<file path="config.mk">
export PLATFORM = sky130hd
export DESIGN_NAME = lcal_local_ctrl_status_bank
export DESIGN_NICKNAME = d
export VERILOG_FILES = /design/src/hdl/lcal_pkg.sv /design/src/hdl/lcal_dec_if.sv /design/src/hdl/lcal_decode.sv /design/src/hdl/lcal_local_ctrl_status_bank.sv
export SDC_FILE = /design/constraint.sdc
export NUM_CORES = 1
export LEC_CHECK = 0
export BUFFER_PORTS_ARGS = -buffer_cell sky130_fd_sc_hd__buf_2
export CAP_MARGIN = 15
export CORE_UTILIZATION = 46
export DETAILED_ROUTE_END_ITERATION = 8
export PLACE_DENSITY = 0.79
export SLEW_MARGIN = 20
export SYNTH_ARGS = -nofsm -noshare
export SYNTH_HDL_FRONTEND = slang
export SYNTH_SLANG_ARGS = --single-unit
</file>
<file path="constraint.sdc">
create_clock -name ref_clk_i -period 2.5 [get_ports ref_clk_i]
set_input_delay 0.375 -clock ref_clk_i [delete_from_list [all_inputs] [get_ports ref_clk_i]]
set_output_delay 0.375 -clock ref_clk_i [all_outputs]
set_load 0.05 [all_outputs]
</file>
<file path="src/hdl/lcal_pkg.sv">
package lcal_pkg;

	// ****************************************************************
	// address map
	// ****************************************************************
	localparam logic [31:0] BANK_BASE      = 32'hfff40000;
	localparam logic [31:0] BANK_WIN_MASK  = 32'hffffff00;
	localparam int          NUM_REGS       = 3;
	localparam logic [7:0]  OFF_CTRL       = 8'h00;
	localparam logic [7:0]  OFF_FLAG       = 8'h04;
	localparam logic [7:0]  OFF_ACT        = 8'h08;

	// ****************************************************************
	// transfer size codes
	// ****************************************************************
	localparam logic [1:0]  SIZ_WORD       = 2'h0;
	localparam logic [1:0]  SIZ_BYTE       = 2'h1;
	localparam logic [1:0]  SIZ_HALF       = 2'h2;
	localparam logic [1:0]  SIZ_LINE       = 2'h3;

	// ****************************************************************
	// field positions
	// ****************************************************************
	localparam int          CTRL_P_LSB     = 0;
	localparam int          CTRL_S_LSB     = 8;
	localparam int          CTRL_L_LSB     = 16;
	localparam int          CTRL_X_LSB     = 24;
	localparam int          FLAG_LSB       = 0;
	localparam int          FLAG_CLR_LSB   = 8;
	localparam int          FLAG_SET_LSB   = 16;
	localparam int          STAT_LSB       = 24;
	localparam int          ACT_LSB        = 0;
	localparam int          LRST_REQ_BIT   = 8;

	// ****************************************************************
	// reset values
	// ****************************************************************
	localparam logic [7:0]  CTRL_P_RST     = 8'h01;
	localparam logic [7:0]  CTRL_S_RST     = 8'h02;
	localparam logic [7:0]  CTRL_L_RST     = 8'h04;
	localparam logic [7:0]  FLAG_RST       = 8'h00;
	localparam logic [7:0]  ACT_RST        = 8'h00;

endpackage : lcal_pkg
</file>
<file path="src/hdl/lcal_dec_if.sv">
`timescale 1ns/10ps
interface lcal_dec_if;
	logic        req;
	logic        wr;
	logic [31:0] addr;
	logic [1:0]  siz;
	logic        hit;
	logic        full;
	logic [2:0]  sel;
	logic [31:0] lanes;

	modport dec  (input req, wr, addr, siz, output hit, full, sel, lanes);
	modport core (output req, wr, addr, siz, input hit, full, sel, lanes);
endinterface : lcal_dec_if

</file>
<file path="src/hdl/lcal_decode.sv">
`timescale 1ns/10ps
module lcal_decode
	import lcal_pkg::*;
(
	lcal_dec_if.dec dif
);

	localparam logic [7:0] REG_OFF [NUM_REGS] = '{OFF_CTRL, OFF_FLAG, OFF_ACT};

	// big-endian lanes: offset 0 sits on the top byte
	function automatic logic [31:0] lane_mask(input logic [1:0] siz, input logic [1:0] a);
		logic [31:0] m;
		m = 32'hffffffff;
		if (siz == SIZ_BYTE) begin
			m = 32'hff000000 >> {a, 3'h0};
		end else if (siz == SIZ_HALF) begin
			m = a[1] ? 32'h0000ffff : 32'hffff0000;
		end
		return m;
	endfunction : lane_mask

	assign dif.hit   = dif.req && ((dif.addr & BANK_WIN_MASK) == BANK_BASE);
	assign dif.full  = (dif.siz == SIZ_WORD) || (dif.siz == SIZ_LINE);
	assign dif.lanes = lane_mask(dif.siz, dif.addr[1:0]);

	genvar gi;
	generate
		for (gi = 0; gi < NUM_REGS; gi++) begin : g_sel
			assign dif.sel[gi] = dif.hit && (dif.addr[7:2] == REG_OFF[gi][7:2]);
		end
	endgenerate

endmodule : lcal_decode

</file>
<file path="src/hdl/lcal_local_ctrl_status_bank.sv">
`timescale 1ns/10ps
// Overview of operation
// - the bank answers only inside a window at base fff40000 and every register is 32 bits wide.
// - byte, half and full word reads complete normally with the addressed lanes of the register.
// - a byte or half word write ends with transfer_error_ack and leaves the register unchanged.
// - read-only status bits ignore writes and show only internally produced state.
// - read/write bits keep what was written and return it on later reads.
// - self-clearing bits are set by a write, drop once their action is taken, and read meanwhile.
// - writing one to a clear bit clears its associated bit, zero does nothing, it reads zero.
// - writing one to a set bit sets its associated bit, zero does nothing, it reads zero.
// - power-up class bits return to default on power-up reset.
// - system class bits return to default on the backplane system reset.
// - local class bits return to default on a local reset.
// - reset-immune bits keep their value through every reset.
// - local reset comes from its input, watchdog, system reset or a control bit; power-up resets local class bits through rst_i only.
module lcal_local_ctrl_status_bank
	import lcal_pkg::*;
(
	input  wire logic        ref_clk_i,
	input  wire logic        rst_i,
	input  wire logic        sys_reset_i,
	input  wire logic        local_reset_i,
	input  wire logic        watchdog_i,
	input  wire logic        req_i,
	input  wire logic        wr_i,
	input  wire logic [31:0] addr_i,
	input  wire logic [1:0]  siz_i,
	input  wire logic [31:0] wdata_i,
	input  wire logic [7:0]  status_i,
	input  wire logic [7:0]  event_i,
	input  wire logic [7:0]  action_done_i,
	output logic      [31:0] rdata_o,
	output logic             ack_o,
	output logic             transfer_error_ack_o,
	output logic      [31:0] ctrl_o,
	output logic      [7:0]  flags_o,
	output logic      [7:0]  action_o,
	output logic             local_reset_o
);

	// ****************************************************************
	// decode
	// ****************************************************************
	lcal_dec_if dif ();

	assign dif.req  = req_i;
	assign dif.wr   = wr_i;
	assign dif.addr = addr_i;
	assign dif.siz  = siz_i;

	lcal_decode u_decode (
		.dif (dif)
	);

	logic        wr_ok;
	logic        wr_bad;
	logic        rd_ok;
	logic        w_ctrl;
	logic        w_flag;
	logic        w_act;
	logic        loc_rst;
	logic [7:0]  clr_bits;
	logic [7:0]  set_bits;
	logic [31:0] rd_word;

	assign wr_ok   = dif.hit && wr_i && dif.full;
	assign wr_bad  = dif.hit && wr_i && !dif.full;
	assign rd_ok   = dif.hit && !wr_i;
	assign w_ctrl  = wr_ok && dif.sel[0];
	assign w_flag  = wr_ok && dif.sel[1];
	assign w_act   = wr_ok && dif.sel[2];

	// ****************************************************************
	// storage
	// ****************************************************************
	logic [7:0]  ctrl_p_reg, ctrl_p_next;
	logic [7:0]  ctrl_s_reg, ctrl_s_next;
	logic [7:0]  ctrl_l_reg, ctrl_l_next;
	logic [7:0]  ctrl_x_reg, ctrl_x_next;
	logic [7:0]  flag_reg, flag_next;
	logic [7:0]  act_reg, act_next;
	logic        lrst_req_reg, lrst_req_next;
	logic [31:0] rdata_reg, rdata_next;
	logic        ack_reg, ack_next;
	logic        tea_reg, tea_next;

	// power-up also reaches local class bits through rst_i itself
	assign loc_rst = local_reset_i || sys_reset_i || watchdog_i || lrst_req_reg;

	assign clr_bits = w_flag ? wdata_i[FLAG_CLR_LSB +: 8] : 8'h00;
	assign set_bits = w_flag ? wdata_i[FLAG_SET_LSB +: 8] : 8'h00;

	assign ctrl_p_next = w_ctrl ? wdata_i[CTRL_P_LSB +: 8] : ctrl_p_reg;
	assign ctrl_s_next = sys_reset_i ? CTRL_S_RST :
		(w_ctrl ? wdata_i[CTRL_S_LSB +: 8] : ctrl_s_reg);
	assign ctrl_l_next = loc_rst ? CTRL_L_RST :
		(w_ctrl ? wdata_i[CTRL_L_LSB +: 8] : ctrl_l_reg);
	assign ctrl_x_next = w_ctrl ? wdata_i[CTRL_X_LSB +: 8] : ctrl_x_reg;

	// a hardware event in the clearing cycle survives the clear
	assign flag_next = loc_rst ? FLAG_RST :
		((flag_reg & ~clr_bits) | set_bits | event_i);

	// a new write wins over a done in the same cycle, so no request is lost
	assign act_next = loc_rst ? ACT_RST :
		((act_reg & ~action_done_i) | (w_act ? wdata_i[ACT_LSB +: 8] : 8'h00));

	// the request bit follows the write strobe alone, so it lives one cycle
	assign lrst_req_next = w_act && wdata_i[LRST_REQ_BIT];

	// clear and set fields always read back as zero
	assign rd_word = dif.sel[0] ? {ctrl_x_reg, ctrl_l_reg, ctrl_s_reg, ctrl_p_reg} :
		dif.sel[1] ? {status_i, 8'h00, 8'h00, flag_reg} :
		dif.sel[2] ? {23'h000000, lrst_req_reg, act_reg} : 32'h00000000;

	assign rdata_next = rd_ok ? (rd_word & dif.lanes) : rdata_reg;
	assign ack_next   = dif.hit && !wr_bad;
	assign tea_next   = wr_bad;

	always_ff @(posedge ref_clk_i or posedge rst_i) begin
		if (rst_i) begin
			ctrl_p_reg   <= CTRL_P_RST;
			ctrl_s_reg   <= CTRL_S_RST;
			ctrl_l_reg   <= CTRL_L_RST;
			flag_reg     <= FLAG_RST;
			act_reg      <= ACT_RST;
			lrst_req_reg <= 1'b0;
			rdata_reg    <= 32'h00000000;
			ack_reg      <= 1'b0;
			tea_reg      <= 1'b0;
		end else begin
			ctrl_p_reg   <= ctrl_p_next;
			ctrl_s_reg   <= ctrl_s_next;
			ctrl_l_reg   <= ctrl_l_next;
			flag_reg     <= flag_next;
			act_reg      <= act_next;
			lrst_req_reg <= lrst_req_next;
			rdata_reg    <= rdata_next;
			ack_reg      <= ack_next;
			tea_reg      <= tea_next;
		end
	end

	// no reset at all: these survive power-up too, so they start unknown
	always_ff @(posedge ref_clk_i) begin
		ctrl_x_reg <= ctrl_x_next;
	end

	assign rdata_o              = rdata_reg;
	assign ack_o                = ack_reg;
	assign transfer_error_ack_o = tea_reg;
	assign ctrl_o               = {ctrl_x_reg, ctrl_l_reg, ctrl_s_reg, ctrl_p_reg};
	assign flags_o              = flag_reg;
	assign action_o             = act_reg;
	assign local_reset_o        = loc_rst;
endmodule : lcal_local_ctrl_status_bank

</file>
# After elaboration in Yosys (flattened, before gate mapping)
# Cells that the tools add are included.
[word_totals]
inputBits = 97
word_cells = 64
mem_count = 0
output_inout_bits = 83
latch_bits = 0
ramBits = 0
mem_bits_ro = 0
regBits = 83
[op_classes]
n_reduce_logical = 24
mul = 0
bitwise = 8
n_lt_le_gt_ge = 0
div = 0
eq_ne = 6
n_shift = 1
n_addsub = 0
n_mux = 15
[op_table]
columns = ["op", "n"]
rows = [
  ["32-bit two-way mux", 5],
  ["8-bit two-way mux", 9],
  ["32-bit bitwise AND", 1],
  ["32-bit by 5-bit >> shifter with 32-bit output, first input constant", 1],
  ["24-bit == test, second input constant", 1],
  ["8-bit OR", 3],
  ["8-bit bitwise AND", 2],
  ["8-bit inverter", 2],
  ["1-bit logical AND", 13],
  ["9-bit two-way mux", 1],
  ["6-bit by 1-bit == test with 1-bit output, second input constant", 1],
  ["6-bit by 2-bit == test with 1-bit output, second input constant", 1],
  ["6-bit logical NOT", 1],
  ["2-bit == test, second input constant", 2],
  ["1-bit logical OR", 4],
  ["2-bit nonzero test", 2],
  ["1-bit logical NOT", 3],
  ["2-bit by 1-bit == test with 1-bit output, second input constant", 1],
  ["2-bit logical NOT", 1],
]

# Depth between registers and ports, before layout
[depth]
word_depth = 11
ltp_mapped = 9
depth_no_buf = 7

# Hierarchy
# A second synthesis with hierarchy kept.
[hier_totals]
hier_cells = 411
hier_area_um2 = 3972.6
[by_module_without_submodules]
columns = ["module", "instances", "seq_area_each_um2", "cells_per_inst", "area_each_um2"]
rows = [
  ["lcal_local_ctrl_status_bank", 1, 2120.8, 357, 3580.9],
  ["lcal_decode", 1, 0.0, 54, 391.6],
]

# Least setup slack after synthesis
# OpenSTA, ideal clock, no wires.
[synth_path]
path_kind = "input port to flip-flop"
startpoint = "input port addr_i[17]"
endpoint = "register ctrl_x_reg[0], enable pin"
cell_stages = 5
n_path_buf = 1
setup_time_ns = 0.383
t_arrival_ns = 2.419
required_time_ns = 2.117
slack_ns = -0.303
path_cell_list = "or4b_1 > or4_4 > or2_1 > buf_6 > nor3_1"
[synth_via]
elab_chain_cells = 5
word_cells_on_any_way = 6
cone_classes = "1 x eq/ne; 5 x reduce/logical"
[synth_lines]
columns = ["element", "line_no", "rtl"]
rows = [
  ["from (decl)", "lcal_local_ctrl_status_bank.sv:26", "input wire logic [31:0] addr_i,"],
  ["24-bit == test (*)", "lcal_decode.sv:22", "assign dif.hit = dif.req && ((dif.addr & BANK_WIN_MASK) == BANK_BASE);"],
  ["1-bit logical AND (*)", "lcal_decode.sv:22", ""],
  ["1-bit logical AND (2 in a row)", "lcal_local_ctrl_status_bank.sv:66", "assign wr_ok = dif.hit && wr_i && dif.full;"],
  ["1-bit logical AND (*)", "lcal_local_ctrl_status_bank.sv:69", "assign w_ctrl = wr_ok && dif.sel[0];"],
  ["net w_ctrl", "lcal_local_ctrl_status_bank.sv:58", "logic w_ctrl;"],
  ["to (signal assigned)", "lcal_local_ctrl_status_bank.sv:146", "ctrl_x_reg <= ctrl_x_next;"],
  ["to (decl)", "lcal_local_ctrl_status_bank.sv:79", "logic [7:0] ctrl_x_reg, ctrl_x_next;"],
]
# The timed path passes the listed nets; every way through them passes the cells marked *.
# A chain may end at the register's enable or synchronous reset.

# Final worst setup path
[layout_path]
startpoint = "input port addr_i[17]"
endpoint = "register rdata_reg[3] (netlist: rdata_o[3])"
[layout_via]
elab_chain_cells = 7
word_cells_on_any_way = 10
cone_classes = "1 x eq/ne; 3 x mux; 1 x bitwise; 5 x reduce/logical"
[layout_lines]
columns = ["element", "line_no", "rtl"]
rows = [
  ["24-bit == test (*)", "lcal_decode.sv:22", ""],
  ["1-bit logical AND (*)", "lcal_decode.sv:22", ""],
  ["1-bit logical AND", "lcal_decode.sv:29", "assign dif.sel[gi] = dif.hit && (dif.addr[7:2] == REG_OFF[gi][7:2]);"],
  ["9-bit two-way mux", "lcal_local_ctrl_status_bank.sv:114", "dif.sel[2] ? {23'h000000, lrst_req_reg, act_reg} : 32'h00000000;"],
  ["32-bit two-way mux", "lcal_local_ctrl_status_bank.sv:113", "dif.sel[1] ? {status_i, 8'h00, 8'h00, flag_reg} :"],
  ["32-bit two-way mux", "lcal_local_ctrl_status_bank.sv:112", "assign rd_word = dif.sel[0] ? {ctrl_x_reg, ctrl_l_reg, ctrl_s_reg, ctrl_p_reg} :"],
  ["32-bit bitwise AND", "lcal_local_ctrl_status_bank.sv:116", "assign rdata_next = rd_ok ? (rd_word & dif.lanes) : rdata_reg;"],
  ["to (signal assigned)", "lcal_local_ctrl_status_bank.sv:138", "rdata_reg <= rdata_next;"],
  ["to (decl)", "lcal_local_ctrl_status_bank.sv:83", "logic [31:0] rdata_reg, rdata_next;"],
]
# Every way passes the cells marked *; elsewhere a longest branch is shown, timed or not.

==> flow_results.xml <==
<?xml version="1.0" encoding="UTF-8"?>
<metrics>
  <group name="critical_path">
    <metric name="crit_path_max_incr_delay" unit="ns">0.53</metric>
    <metric name="critical-path-slowest-cell" unit="">sky130_fd_sc_hd__or4b_1</metric>
    <metric name="crit_family" unit="">simple AND/OR/NAND/NOR gates</metric>
    <metric name="critical_path.reg2reg.startpoint" unit="">lrst_req_reg$_DFF_PP0_</metric>
    <metric name="worst_ep_arrival_time" unit="ns">2.53</metric>
    <metric name="setup_cp_type" unit="">in2reg</metric>
    <metric name="startpoint_type" unit="">input port</metric>
    <metric name="endpoint_class_of_the_critical_path" unit="">flop</metric>
    <metric name="required" unit="ns">2.74</metric>
    <metric name="cp_cell_sequence" unit="">buf_2, or4b_1, or4_4, or2_1, or3_1, a32o_1</metric>
    <metric name="setup.worst_path.start" unit="">addr_i[17]</metric>
    <metric name="cp_num_buf_inv" unit="">1</metric>
    <metric name="critical_path.max_fanout" unit="">9</metric>
  </group>
  <group name="run_status">
    <metric name="status" unit="">finished, final reports clean</metric>
  </group>
  <group name="routing">
    <metric name="dr_total_vias" unit="">3665</metric>
    <metric name="detail_route.wirelength" unit="mm">11.43</metric>
    <metric name="drt_first_iter_violations" unit="">274</metric>
    <metric name="vias_per_cell" unit="">5.478</metric>
    <metric name="wl_per_cell" unit="um">17.08</metric>
    <metric name="post-route-drc-count" unit="">0</metric>
    <metric name="drtAntennaViolNets" unit="">0</metric>
    <metric name="firstDrtPassIters" unit="">5</metric>
  </group>
  <group name="logic_synthesis">
    <metric name="mapped_nets" unit="">475</metric>
    <metric name="synth_area_leader_cell" unit="">sky130_fd_sc_hd__dfrtp_1</metric>
    <metric name="synth_area" unit="um2">3711</metric>
    <metric name="post_synth_fa_ha_maj_area_fraction" unit="%">0.6743</metric>
    <metric name="ys_seq_elements" unit="">83</metric>
    <metric name="synth_edf_count" unit="">8</metric>
    <metric name="post_synth_num_cell_types" unit="">40</metric>
    <metric name="syn-instance-count" unit="">376</metric>
    <metric name="synth_most_common_cell" unit="">sky130_fd_sc_hd__nand2_1</metric>
    <metric name="synth.cells.most_frequent" unit="">95 x sky130_fd_sc_hd__nand2_1, 72 x sky130_fd_sc_hd__dfrtp_1, 33 x sky130_fd_sc_hd__a21oi_1</metric>
    <metric name="synth_top_family_by_area" unit="">simple AND/OR/NAND/NOR gates</metric>
    <metric name="postSynth.topFlopCell" unit="">sky130_fd_sc_hd__dfrtp_1</metric>
    <metric name="synth_warnings" unit="">0</metric>
    <metric name="synthesized_area_fraction_occupied_by_and_or_nand_nor_cells" unit="%">21.21</metric>
    <metric name="muxShareOfSynthArea" unit="%">0.2697</metric>
    <metric name="synth-xor-area-share" unit="%">0</metric>
    <metric name="postSynth.asyncResetShare" unit="%">90.36</metric>
    <metric name="synth.yosys.seq_area_share" unit="%">57.15</metric>
    <metric name="synth_compound_area_share" unit="%">17.33</metric>
    <metric name="synth.top_cell.area_share" unit="%">48.55</metric>
    <metric name="syn-mean-instance-area" unit="um2">9.870</metric>
    <metric name="synth.area.top_cells" unit="">sky130_fd_sc_hd__dfrtp_1 49%, sky130_fd_sc_hd__nand2_1 9.6%, sky130_fd_sc_hd__edfxtp_1 6.5%</metric>
  </group>
  <group name="timing">
    <metric name="timing.clock.skew" unit="ns">0.006363</metric>
    <metric name="min_period_over_period" unit="%">91.33</metric>
    <metric name="setup_viol_count_final" unit="">0</metric>
    <metric name="finalMaxSlewViolations" unit="">0</metric>
    <metric name="timing.slew.headroom" unit="%">63.06</metric>
    <metric name="final_critical_path_setup_slack" unit="ns">0.2168</metric>
    <metric name="finalCriticalPeriod" unit="ns">2.283</metric>
    <metric name="rsz_0062_raised_after_global_routing" unit="">false</metric>
    <metric name="max_freq" unit="MHz">438.0</metric>
    <metric name="hold_violations" unit="">0</metric>
    <metric name="tightest_slew" unit="ns">0.5483</metric>
    <metric name="whs" unit="ns">0.04174</metric>
  </group>
  <group name="floorplan">
    <metric name="initial_core_util" unit="%">47.78</metric>
    <metric name="core_area" unit="um2">7767</metric>
    <metric name="design.die.area" unit="um2">8431</metric>
    <metric name="dieHeight" unit="um">91.82</metric>
    <metric name="dieWidth" unit="um">91.82</metric>
    <metric name="num_io_pins" unit="">180</metric>
    <metric name="fp-row-count" unit="">32</metric>
  </group>
  <group name="global_route">
    <metric name="grt_util_overall" unit="%">27.73</metric>
    <metric name="vias_in_the_first_global_route" unit="">3467</metric>
    <metric name="grt_pass1_wl" unit="mm">17.57</metric>
    <metric name="grt_max_degree" unit="">46</metric>
    <metric name="grt_remaining_overflow" unit="">0</metric>
    <metric name="grt_antenna_before_repair" unit="">0</metric>
  </group>
  <group name="layout">
    <metric name="area.sequential" unit="um2">2121</metric>
    <metric name="area_growth" unit="%">35.30</metric>
    <metric name="ratio_of_cells_with_drive_above_1_in_the_final_layout" unit="%">39.86</metric>
    <metric name="post_layout_nonfiller_instances" unit="">669</metric>
    <metric name="multi_input_combinational_cell_area" unit="um2">1481</metric>
    <metric name="antennaDiodeCount" unit="">0</metric>
    <metric name="post-route-util" unit="%">64.64</metric>
    <metric name="fin_nets" unit="">661</metric>
    <metric name="largest_reg_flops" unit="">32</metric>
    <metric name="n_fill_cell" unit="">666</metric>
  </group>
  <group name="hold_path">
    <metric name="worst_hold_path_type" unit="">in2async</metric>
  </group>
  <group name="cts">
    <metric name="cts_inserted_buffers" unit="">9</metric>
    <metric name="worst_skew_pair.late_latency" unit="ns">0.35</metric>
    <metric name="cts_setup_buffers" unit="">0</metric>
    <metric name="cts.clk_slew.worst_paths" unit="ns">0.08</metric>
    <metric name="tritoncts_clock_tree" unit="">yes</metric>
    <metric name="cts-resized-gates" unit="">0</metric>
    <metric name="cts-hold-fix-buffers" unit="">0</metric>
    <metric name="clockBufferDepth" unit="">2</metric>
    <metric name="cts_root_buffer" unit="">sky130_fd_sc_hd__clkbuf_8</metric>
    <metric name="clkSinkCount" unit="">83</metric>
    <metric name="htree_levels" unit="">3</metric>
  </group>
  <group name="run">
    <metric name="drv.max_cap_violation_count" unit="">0</metric>
  </group>
  <group name="power">
    <metric name="p_per_area" unit="nW/um2">486.5</metric>
    <metric name="peakVddDrop" unit="mV">0.2407</metric>
    <metric name="static-leakage-power" unit="nW">2.529</metric>
  </group>
  <group name="place">
    <metric name="place_hpwl" unit="mm">8.643</metric>
    <metric name="place_ws" unit="ns">-0.1371</metric>
    <metric name="port_buffers" unit="">179</metric>
    <metric name="numPlacedInstances" unit="">653</metric>
    <metric name="gp_routability_congestion" unit="">0.7972</metric>
  </group>
</metrics>
## placed cells by master, fill, tap and decap left out, types with 7 or more instances in the layout
| master | n |
|---|---|
| sky130_fd_sc_hd__a21oi_1 | 33 |
| sky130_fd_sc_hd__a22o_1 | 15 |
| sky130_fd_sc_hd__a22oi_1 | 8 |
| sky130_fd_sc_hd__a31oi_1 | 8 |
| sky130_fd_sc_hd__a32o_1 | 8 |
| sky130_fd_sc_hd__buf_2 | 179 |
| sky130_fd_sc_hd__buf_4 | 16 |
| sky130_fd_sc_hd__clkbuf_8 | 11 |
| sky130_fd_sc_hd__dfrtp_1 | 72 |
| sky130_fd_sc_hd__edfxtp_1 | 8 |
| sky130_fd_sc_hd__nand2_1 | 95 |
| sky130_fd_sc_hd__nand2b_1 | 17 |
| sky130_fd_sc_hd__nand3_1 | 10 |
| sky130_fd_sc_hd__nor2_1 | 7 |
| sky130_fd_sc_hd__o21ai_0 | 18 |
| sky130_fd_sc_hd__o21ai_1 | 8 |
| sky130_fd_sc_hd__or3_1 | 10 |
## layout make-up
cell class / count / share of cell area, %
Inverter: 4 / 0.3239
Multi-Input combinational cell: 265 / 29.50
Tap cell: 102 / 2.542
Clock buffer: 12 / 3.090
Timing Repair Buffer: 199 / 21.83
Sequential cell: 83 / 42.24
Clock inverter: 4 / 0.4735
## per-stage QoR
step                      instance area (um2)  TNS [ns]  power [mW]
after global placement                   4842    -2.280       1.581
after CTS                                5021         0       2.457
after global routing                     5021         0       2.531
after floorplan                          3722         0       1.470
final                                    5021         0       2.443
after detailed placement                 4842    -3.267       1.586
## routing by layer
| metal | global-route usage [%] | part of all wire (%) | up-vias |
|---|---|---|---|
| li1 | - | - | 1692 |
| met1 | 35.14 | 40 | 1778 |
| met2 | 46.24 | 51 | 179 |
| met3 | 5.141 | 7.4 | 16 |
| met4 | 12.76 | 2.2 | 0 |
| met5 | 0 | 0 | - |
## report_power, final
| group | switching (mW) | leakage (nW) | internal, mW |
|---|---|---|---|
| clock | 0.470 | 0.0927 | 0.413 |
| combinational | 0.113 | 1.33 | 0.0795 |
| sequential | 0.00436 | 1.11 | 1.36 |
| total | 0.588 | 2.53 | 1.86 |
## path summary, 6_finish.rpt
kind                            cells after the start  slack (ns)                        end
min in group ref_clk_i                              1        0.20    ctrl_x_reg[3]$_DFFE_PP_
worst max-delay path                                6        0.22     rdata_o[3]$_DFFE_PP0P_
worst max register to register                      3        0.92  ctrl_l_reg[2]$_DFFE_PP1P_
max in group asynchronous                           3        1.76  ctrl_p_reg[0]$_DFFE_PP1P_
worst min-delay path                                2        0.04    rdata_o[18]$_DFFE_PP0P_
worst min register to register                      2        0.47  ctrl_p_reg[0]$_DFFE_PP1P_
## cell families (layout without fill, tap and decap cells)
group                      after synthesis  after routing
and+or+nand+nor                        162            162
buffers and inverters                   28            219
muxes                                    1              1
AOI/OAI and AO/OA                      100            100
adders and majority gates                2              2
DFF                                     83             83
Power figures use the tool's default switching activity.
